`src/mac_if_defs.vh`:
```
// Shared constants for the PHY-side MII/RMII MAC interface.
`ifndef MAC_IF_DEFS_VH
`define MAC_IF_DEFS_VH

// System clock period in ns (200 MHz).
`define CLK_PER_NS          5
// MII clock periods in ns at 100 Mbps and 10 Mbps.
`define MII_PER_100_NS      40
`define MII_PER_10_NS       400
// Reference clock cycles each di-bit is held at 10 Mbps.
`define RMII_REPEAT_10      10
// Receive elasticity buffer: nibble plus error flag, sixteen entries.
`define RX_FIFO_WIDTH       5
`define RX_FIFO_DEPTH       16
// Field positions inside a buffered receive word.
`define RXW_ERR_BIT         4
`define RXW_NIB_HI          3
// Di-bit phase within a nibble.
`define DIBIT_FIRST         1'b0
`define DIBIT_SECOND        1'b1

`endif

```
`src/mii_rmii_mac_interface.v`:
```
// PHY-side MII/RMII MAC interface with receive elasticity FIFO.
//
// Contract
// - PHY sources TX clock; MAC launches on rise.
// - PHY drives RX clock, data and RX_DV.
// - PHY raises RX_ER on receive errors.
// - Mode chosen by strap, not register.
// - RMII: one clock, 2-bit paths, 10/100.
// - CRS_DV asserts asynchronously on carrier detect.
// - CRS_DV drops only on first di-bit.
// - Leftover bits: CRS_DV toggles per di-bit.
// - False carrier keeps CRS_DV high throughout.
// - RXD reads 00 until decoding established.
// - RMII signals timed by REF_CLK, except CRS_DV assertion.
// - Receive path uses an elasticity buffer.
// - RX_ER still driven in RMII mode.
// - Pins multiplexed by mode, COL carries CRS_DV.
// - CRS follows TX and RX in half duplex.
// - Half duplex collision on RX during TX.
`timescale 1ns/1ps
`default_nettype none
`include "mac_if_defs.vh"

module rx_elastic_fifo #(
  parameter WIDTH = `RX_FIFO_WIDTH,
  parameter DEPTH = `RX_FIFO_DEPTH
) (
  input  wire             clk_i,      // System clock.
  input  wire             rst_n_i,    // Synchronous reset, active low.
  input  wire             in_valid_i, // Write request.
  output wire             in_ready_o, // Space available.
  input  wire [WIDTH-1:0] in_data_i,  // Write data.
  output wire             out_valid_o,// Data available.
  input  wire             out_ready_i,// Read acknowledge.
  output wire [WIDTH-1:0] out_data_o  // Read data.
);
  function integer clog2;
    input integer v;
    integer       t;
    begin
      t = v - 1;
      clog2 = 0;
      while (t > 0) begin
        t = t >> 1;
        clog2 = clog2 + 1;
      end
    end
  endfunction

  localparam AW = clog2(DEPTH);

  reg [WIDTH-1:0] mem_r [0:DEPTH-1];
  reg [AW-1:0]    wr_ptr_r;
  reg [AW-1:0]    rd_ptr_r;
  reg [AW:0]      count_r;
  reg             full_r;
  reg             empty_r;
  reg             ready_r;
  wire            push;
  wire            pop;
  reg [AW:0]      count_nxt;

  assign push        = in_valid_i & ~full_r;
  assign pop         = out_ready_i & ~empty_r;
  assign in_ready_o  = ready_r;
  assign out_valid_o = ~empty_r;
  assign out_data_o  = mem_r[rd_ptr_r];

  always @* begin
    count_nxt = count_r;
    if (push & ~pop) begin
      count_nxt = count_r + 1'b1;
    end else if (pop & ~push) begin
      count_nxt = count_r - 1'b1;
    end
  end

  always @(posedge clk_i) begin
    if (push) begin
      mem_r[wr_ptr_r] <= in_data_i;
    end
  end

  // Full and empty are registered so the write-side ready leaves a flop.
  always @(posedge clk_i) begin
    if (!rst_n_i) begin
      wr_ptr_r <= {AW{1'b0}};
      rd_ptr_r <= {AW{1'b0}};
      count_r  <= {(AW+1){1'b0}};
      full_r   <= 1'b0;
      empty_r  <= 1'b1;
      ready_r  <= 1'b1;
    end else begin
      if (push) begin
        wr_ptr_r <= (wr_ptr_r == DEPTH - 1) ? {AW{1'b0}} : wr_ptr_r + 1'b1;
      end
      if (pop) begin
        rd_ptr_r <= (rd_ptr_r == DEPTH - 1) ? {AW{1'b0}} : rd_ptr_r + 1'b1;
      end
      count_r <= count_nxt;
      full_r  <= (count_nxt == DEPTH);
      ready_r <= (count_nxt != DEPTH);
      empty_r <= (count_nxt == {(AW+1){1'b0}});
    end
  end
endmodule // rx_elastic_fifo

module mii_rmii_mac_interface #(
  parameter FIFO_DEPTH = `RX_FIFO_DEPTH
) (
  input  wire       clk_i,                        // System clock, 200 MHz.
  input  wire       rst_n_i,                      // Synchronous reset, active low.
  input  wire       mac_interface_select_strap_i, // Strap pin: 1 selects RMII.
  input  wire       speed_100_i,                  // 1 = 100 Mbps, 0 = 10 Mbps.
  input  wire       full_duplex_i,                // 1 = full duplex.
  input  wire       ref_clk_i,                    // RMII reference clock pin.
  input  wire [3:0] txd_i,                        // Transmit data pins.
  input  wire       tx_en_i,                      // Transmit enable pin.
  input  wire       tx_er_i,                      // Transmit error pin (MII).
  output wire       mii_tx_clk_o,                 // MII transmit clock.
  output wire       mii_rx_clk_o,                 // MII receive clock.
  output reg  [3:0] rxd_o,                        // Receive data pins.
  output reg        rx_dv_o,                      // MII receive data valid.
  output reg        rx_er_o,                      // Receive error.
  output reg        crs_o,                        // MII carrier sense.
  output reg        col_crs_dv_o,                 // COL in MII, CRS_DV in RMII.
  output reg        rmii_mode_o,                  // Latched interface mode.
  input  wire       line_rx_carrier_i,            // Carrier detected on line.
  input  wire       line_rx_valid_i,              // Decoded nibble strobe.
  input  wire [3:0] line_rx_data_i,               // Decoded nibble.
  input  wire       line_rx_err_i,                // Nibble decode error.
  output wire       line_rx_ready_o,              // Receive buffer has space.
  output reg        line_tx_valid_o,              // Transmit nibble strobe.
  output reg  [3:0] line_tx_data_o,               // Transmit nibble.
  output reg        line_tx_err_o                 // Transmit nibble error.
);
  localparam integer HALF_100_W = (`MII_PER_100_NS / 2) / `CLK_PER_NS;
  localparam integer HALF_10_W  = (`MII_PER_10_NS / 2) / `CLK_PER_NS;
  localparam integer REP_LAST_W = `RMII_REPEAT_10 - 1;
  localparam [5:0]   HALF_100   = HALF_100_W[5:0];
  localparam [5:0]   HALF_10    = HALF_10_W[5:0];
  localparam [3:0]   REP_LAST   = REP_LAST_W[3:0];

  // Pin synchronisers; the first stage feeds only the second.
  reg       strap_s1_r;
  reg       strap_s2_r;
  reg       ref_s1_r;
  reg       ref_s2_r;
  reg       ref_s3_r;
  reg [3:0] txd_s1_r;
  reg [3:0] txd_s2_r;
  reg       tx_en_s1_r;
  reg       tx_en_s2_r;
  reg       tx_er_s1_r;
  reg       tx_er_s2_r;

  always @(posedge clk_i) begin
    strap_s1_r <= mac_interface_select_strap_i;
    strap_s2_r <= strap_s1_r;
    ref_s1_r   <= ref_clk_i;
    ref_s2_r   <= ref_s1_r;
    ref_s3_r   <= ref_s2_r;
    txd_s1_r   <= txd_i;
    txd_s2_r   <= txd_s1_r;
    tx_en_s1_r <= tx_en_i;
    tx_en_s2_r <= tx_en_s1_r;
    tx_er_s1_r <= tx_er_i;
    tx_er_s2_r <= tx_er_s1_r;
  end

  // The mode is caught once, on the first edge after reset release, so a
  // strap pin reused as RXD2 later cannot flip the interface mid-traffic.
  reg strap_done_r;
  always @(posedge clk_i) begin
    if (!rst_n_i) begin
      strap_done_r <= 1'b0;
      rmii_mode_o  <= 1'b0;
    end else if (!strap_done_r) begin
      strap_done_r <= 1'b1;
      rmii_mode_o  <= strap_s2_r;
    end
  end

  // MII clock divider shared by transmit and receive clocks.
  reg  [5:0] div_cnt_r;
  reg        mii_clk_r;
  wire [5:0] half_cyc = speed_100_i ? HALF_100 : HALF_10;
  wire       div_wrap = (div_cnt_r >= half_cyc - 6'h01);
  wire       mii_fall = div_wrap & mii_clk_r & ~rmii_mode_o;

  always @(posedge clk_i) begin
    if (!rst_n_i || rmii_mode_o) begin
      div_cnt_r <= 6'h00;
      mii_clk_r <= 1'b0;
    end else if (div_wrap) begin
      div_cnt_r <= 6'h00;
      mii_clk_r <= ~mii_clk_r;
    end else begin
      div_cnt_r <= div_cnt_r + 6'h01;
    end
  end

  assign mii_tx_clk_o = mii_clk_r;
  assign mii_rx_clk_o = mii_clk_r;

  // Reference clock edges and di-bit pacing; at 10 Mbps a di-bit spans
  // ten reference cycles and only the first of them is acted on.
  wire      ref_rise = ref_s2_r & ~ref_s3_r & rmii_mode_o;
  reg [3:0] rep_cnt_r;
  wire      dibit_step = ref_rise & (rep_cnt_r == 4'h0);

  always @(posedge clk_i) begin
    if (!rst_n_i || speed_100_i) begin
      rep_cnt_r <= 4'h0;
    end else if (ref_rise) begin
      rep_cnt_r <= (rep_cnt_r == REP_LAST) ? 4'h0 : rep_cnt_r + 4'h1;
    end
  end

  // Receive elasticity buffer between line decoder and MAC pins.
  wire                      fifo_valid;
  wire [`RX_FIFO_WIDTH-1:0] fifo_data;
  reg                       dibit_phase_r;
  wire                      fifo_pop = fifo_valid &
                                       (rmii_mode_o ? (dibit_step & (dibit_phase_r == `DIBIT_FIRST)) : mii_fall);

  rx_elastic_fifo #(
    .WIDTH (`RX_FIFO_WIDTH),
    .DEPTH (FIFO_DEPTH)
  ) u_rx_fifo (
    .clk_i       (clk_i),
    .rst_n_i     (rst_n_i),
    .in_valid_i  (line_rx_valid_i),
    .in_ready_o  (line_rx_ready_o),
    .in_data_i   ({line_rx_err_i, line_rx_data_i}),
    .out_valid_o (fifo_valid),
    .out_ready_i (fifo_pop),
    .out_data_o  (fifo_data)
  );

  wire [3:0] fifo_nib = fifo_data[`RXW_NIB_HI:0];
  wire       fifo_err = fifo_data[`RXW_ERR_BIT];

  // Transmit capture: MII on the divided clock, RMII di-bits low first.
  // The upper data pins are not looked at in RMII, the MAC grounds them.
  reg [1:0] tx_lo_r;
  reg       tx_half_r;

  always @(posedge clk_i) begin
    if (!rst_n_i) begin
      line_tx_valid_o <= 1'b0;
      line_tx_data_o  <= 4'h0;
      line_tx_err_o   <= 1'b0;
      tx_lo_r         <= 2'h0;
      tx_half_r       <= 1'b0;
    end else begin
      line_tx_valid_o <= 1'b0;
      if (mii_fall && tx_en_s2_r) begin
        line_tx_valid_o <= 1'b1;
        line_tx_data_o  <= txd_s2_r;
        line_tx_err_o   <= tx_er_s2_r;
      end else if (dibit_step) begin
        if (!tx_en_s2_r) begin
          tx_half_r <= 1'b0;
        end else if (!tx_half_r) begin
          tx_lo_r   <= txd_s2_r[1:0];
          tx_half_r <= 1'b1;
        end else begin
          line_tx_valid_o <= 1'b1;
          line_tx_data_o  <= {txd_s2_r[1:0], tx_lo_r};
          line_tx_err_o   <= 1'b0;
          tx_half_r       <= 1'b0;
        end
      end
    end
  end

  // Receive presentation and pin multiplexing.
  reg [1:0] rx_hi_r;
  reg       crs_dv_r;
  wire      tx_active = tx_en_s2_r & ~full_duplex_i;

  always @(posedge clk_i) begin
    if (!rst_n_i) begin
      rxd_o         <= 4'h0;
      rx_dv_o       <= 1'b0;
      rx_er_o       <= 1'b0;
      crs_o         <= 1'b0;
      col_crs_dv_o  <= 1'b0;
      rx_hi_r       <= 2'h0;
      crs_dv_r      <= 1'b0;
      dibit_phase_r <= `DIBIT_FIRST;
    end else if (!rmii_mode_o) begin
      crs_o        <= line_rx_carrier_i | tx_active;
      col_crs_dv_o <= line_rx_carrier_i & tx_active;
      if (mii_fall) begin
        rx_dv_o <= fifo_valid;
        rxd_o   <= fifo_valid ? fifo_nib : 4'h0;
        rx_er_o <= fifo_valid & fifo_err;
      end
    end else begin
      // MII-only pins stay quiet in RMII mode.
      crs_o   <= 1'b0;
      rx_dv_o <= 1'b0;
      rxd_o[3:2] <= 2'h0;
      if (dibit_step && dibit_phase_r == `DIBIT_FIRST) begin
        // A fresh carrier drop is seen here only, on a nibble boundary.
        crs_dv_r     <= line_rx_carrier_i;
        col_crs_dv_o <= line_rx_carrier_i;
        if (fifo_valid) begin
          rxd_o[1:0]    <= fifo_nib[1:0];
          rx_hi_r       <= fifo_nib[3:2];
          rx_er_o       <= fifo_err;
          dibit_phase_r <= `DIBIT_SECOND;
        end else begin
          rxd_o[1:0] <= 2'h0;
          rx_er_o    <= 1'b0;
        end
      end else if (dibit_step) begin
        // Bits of this nibble remain, so CRS_DV is high on its second half.
        rxd_o[1:0]    <= rx_hi_r;
        crs_dv_r      <= 1'b1;
        col_crs_dv_o  <= 1'b1;
        dibit_phase_r <= `DIBIT_FIRST;
      end else if (line_rx_carrier_i && !crs_dv_r) begin
        // Carrier raises CRS_DV without waiting for a reference edge.
        crs_dv_r     <= 1'b1;
        col_crs_dv_o <= 1'b1;
      end
    end
  end
endmodule // mii_rmii_mac_interface
`default_nettype wire

```
`config.mk`:
```
export PLATFORM = sky130hd
export DESIGN_NAME = mii_rmii_mac_interface
export DESIGN_NICKNAME = d
export VERILOG_FILES = /design/src/mii_rmii_mac_interface.v
export VERILOG_INCLUDE_DIRS = /design/src
export SDC_FILE = /design/constraint.sdc
export NUM_CORES = 1
export LEC_CHECK = 0
export BUFFER_PORTS_ARGS = -buffer_cell sky130_fd_sc_hd__buf_2
export CORE_MARGIN = 5
export CORE_UTILIZATION = 64
export DETAILED_ROUTE_END_ITERATION = 16
export PLACE_DENSITY = 0.83
export REMOVE_ABC_BUFFERS = 1
export SETUP_SLACK_MARGIN = 0.4
export SYNTH_ARGS = -nofsm -noshare
export SYNTH_HDL_FRONTEND = slang
export SYNTH_SLANG_ARGS = --single-unit
export TNS_END_PERCENT = 1
```
`constraint.sdc`:
```
create_clock -name clk_i -period 5.4 [get_ports clk_i]
set_clock_uncertainty 0.1 [all_clocks]
set_input_delay 0.27 -clock clk_i [delete_from_list [all_inputs] [get_ports clk_i]]
set_output_delay 0.27 -clock clk_i [all_outputs]
set_load 0.02 [all_outputs]
```
==> impl_metrics.tcl <==
set metrics [dict create \
    status "finished clean" \
    synth_top_cell_by_area "edfxtp_1" \
    cp_max_fo 10 \
    port_buffers 36 \
    root_buffer "clkbuf_8" \
    synth_edf_count 80 \
    postRouteAntennaNets 0 \
    start_kind "flip-flop" \
    grtUsageTotal_pct 23.4 \
    antenna_cells 0 \
    yosys.area.top_type_share_pct 40.8 \
    area_delta_synth_final_pct 17.0 \
    yosys_warnings 0 \
    path_buf_inv 0 \
    pwr-share-comb_pct 4.9 \
    initial_core_util_pct 64.7 \
    r2r-end "u_rx_fifo.in_ready_o" \
    p_sw_uw 602 \
    timing.max_cap.violations 0 \
    die_h_um 106 \
    cp.required_ps 5700 \
    critPathTopFamily "simple AND/OR/NAND/NOR gates" \
    reg2reg_from "div_cnt_r[2]" \
    max_stage_delay_ps 510 \
    fin_crit_sh_pct 52.1 \
    route.vias.total 3706 \
    drt_wl_total_mm 12.3 \
    synth.cell_area_um2 5890 \
    cp-end-kind "flip-flop" \
    drive_gt1_share_pct 21.0 \
    async_flop_share_pct 0 \
    hp-class "in2reg" \
    ir_worst_vdd_mv 0.266 \
    clockBufferDepth 2 \
    cts_resized 0 \
    post_drt_wl_per_cell_um 20.5 \
    min_to "u_rx_fifo.mem_r[6][2]" \
    path_clk_slew_ps 70 \
    antenna_found_initial 0 \
    rsz0062_at_grt "no" \
    synth_cell_types 51 \
    dieArea_um2 11200 \
    max_slew.worst_pin.slew_ps 975 \
    crit_chain "ha_1, a2111o_1, or2_1, nand2_4, a21boi_4, a31oi_1, xor2_1, or4_1" \
    design_area_um2 6890 \
    grt_pass1_wl_mm 19.9 \
    nNetsFinal 507 \
    dr.pass1.iters 5 \
    placed_area_um2 6160 \
    gp_congestion 0.805 \
    power.density_nw_per_um2 380 \
    hold_viol_final 0 \
    syn_inst 424 \
    worst_r2r_path_depth 8 \
    p_int_mw 2.01 \
    hp-start "line_rx_data_i[2]" \
    row_count 35 \
    arrival_ps 3110 \
    pwr-share-seq_pct 47.9 \
    critPathSlowestCell "or4_1" \
    timing.reg2reg.setup_slack_ps 2590 \
    slew_violations 0 \
    core-area_um2 9110 \
    grt_pass1_vias 3728 \
    clk_latency_ps 520 \
    numClockSinks 151 \
    synth.area.top_cells "edfxtp_1 41%, dfxtp_1 24%, mux4_2 8.8%" \
    clock_power_share_pct 47.2 \
    via_per_inst 6.16 \
    drt_iter0_markers 372 \
    die_w_um 106 \
    fin_crit_ps 2810 \
    drc 0 \
    ys.flop_type "edfxtp_1" \
    grt_max_degree 29 \
    swShare_pct 23.0 \
    io_pins 37 \
    final_core_util_pct 75.6 \
    numCtsBuffers 17 \
    fin_tns_setup_ps 0 \
    synth-seq-area-share_pct 64.9 \
    setup_violations 0 \
    synth.ff_latch_count 151 \
    dp_hpwl_mm 7.69 \
    p_leak_nw 2.55 \
    grt_overflow 0 \
    syn_avg_cell_area_um2 13.9 \
    report.power.total_mw 2.62 \
    cts-htree-levels 4 \
    final_cells 602 \
    max_freq_mhz 355 \
    slew_headroom_pct 34.9 \
    path_class "reg2reg" \
    placed_cells 559 \
    hold_path_depth 1 \
    cts_tree "built" \
]
==> cell families (layout without fill, tap and decap cells) <==
family / after synthesis / in the layout / share of synthesized area (%)
fa+ha+maj: 10 / 10 / 2.12
mux: 36 / 36 / 11.0
flops: 151 / 151 / 64.9
simple gates: 128 / 128 / 11.2
buf+inv: 25 / 92 / 1.78
xor+xnor: 16 / 16 / 2.38
compound gates: 58 / 58 / 6.61
==> power groups by stage <==
stage | clock network [mW] | logic, mW | registers (mW)
2_1_floorplan | 0 | 0.0741 | 1.28
3_3_place_gp | 0 | 0.114 | 1.28
3_5_place_dp | 0 | 0.119 | 1.28
4_1_cts | 1.24 | 0.128 | 1.25
5_1_grt | 1.29 | 0.142 | 1.25
6_report | 1.23 | 0.129 | 1.25
==> cell usage after synthesis, drive strengths merged, types with 2 or more instances <==
library cell and number:
a211oi 5, nor4 2, xor2 8, and2 19, dfxtp 71, nand2 22, mux4 23, a31oi 3
inv 10, o21ai 10, and3 4, mux2i 12, edfxtp 80, nor3b 2, a22oi 6, nand2b 3
buf 5, nor2 48, a21oi 23, nand3 7, xnor2 8, clkbuf 9, ha 10, nor3 9
or3 2, nor2b 5
==> metrics by stage <==
step / hold slack (ps) / setup WS (ps)
CTS: 30.2 / 2580
floorplan: 198 / 2820
global route: 35.5 / 2410
detailed placement: 214 / 2550
finish: 43.0 / 2590
global placement: 210 / 2630
==> layer usage <==
layer	share of wire (%)	wire length, um	vias to the layer above	GRT usage [%]
met5	0	0	-	0
met4	1.7	206	0	6.57
met3	5.7	703	21	4.61
met2	50	6220	147	38.5
met1	42	5210	1862	32.0
li1	-	-	1676	-
==> repair_timing <==
item	4_1_cts	5_1_grt
hold buffers	11	0
buffers inserted	0	0
setup endpoints to repair	0	0
hold endpoints to repair	11	0
==> placed cells by master (no fill, tap or decap), types with 4 or more instances in the layout <==
| master | count |
|---|---|
| buf_2 | 36 |
| nor2b_1 | 5 |
| ha_1 | 10 |
| a22oi_1 | 5 |
| inv_8 | 6 |
| xor2_1 | 8 |
| clkbuf_16 | 16 |
| dlygate4sd3_1 | 11 |
| o21ai_0 | 9 |
| a21oi_1 | 23 |
| mux4_2 | 23 |
| and2_1 | 18 |
| a211oi_1 | 5 |
| dfxtp_1 | 71 |
| inv_6 | 4 |
| nor3_1 | 9 |
| nand3_1 | 7 |
| nor2_1 | 46 |
| mux2i_1 | 12 |
| edfxtp_1 | 80 |
| and3_1 | 4 |
| xnor2_1 | 8 |
| nand2_1 | 20 |
| inv_1 | 10 |
==> sequential cells by signal, indices dropped and copies added (netlist names), 4 cells and up, named ones only <==
name / cells
u_rx_fifo.mem_r: 80
div_cnt_r: 6
u_rx_fifo.count_r: 5
line_tx_data_o: 4
rep_cnt_r: 4
rxd_o: 4
txd_s1_r: 4
txd_s2_r: 4
u_rx_fifo.rd_ptr_r: 4
u_rx_fifo.wr_ptr_r: 4
==> worst max path at each step <==
stage,startpoint,to,slack [ps],cells after the start
floorplan,div_cnt_r[2],u_rx_fifo.in_ready_o,2820,8
global placement,speed_100_i,u_rx_fifo.in_ready_o,2630,9
detailed placement,speed_100_i,u_rx_fifo.in_ready_o,2550,9
CTS,div_cnt_r[2],u_rx_fifo.in_ready_o,2580,8
global route,div_cnt_r[2],u_rx_fifo.in_ready_o,2410,8
finish,div_cnt_r[2],u_rx_fifo.in_ready_o,2590,8
==> area by class of cell <==
class | count | area [um2]
multi-input cells | 248 | 1960
repair buffers | 49 | 305
clock buffers | 17 | 414
inverters | 11 | 41.3
well taps | 111 | 139
fillers | 548 | 2220
clock inverters | 15 | 205
flip-flops and latches | 151 | 3820
Power figures use the tool's default switching activity.
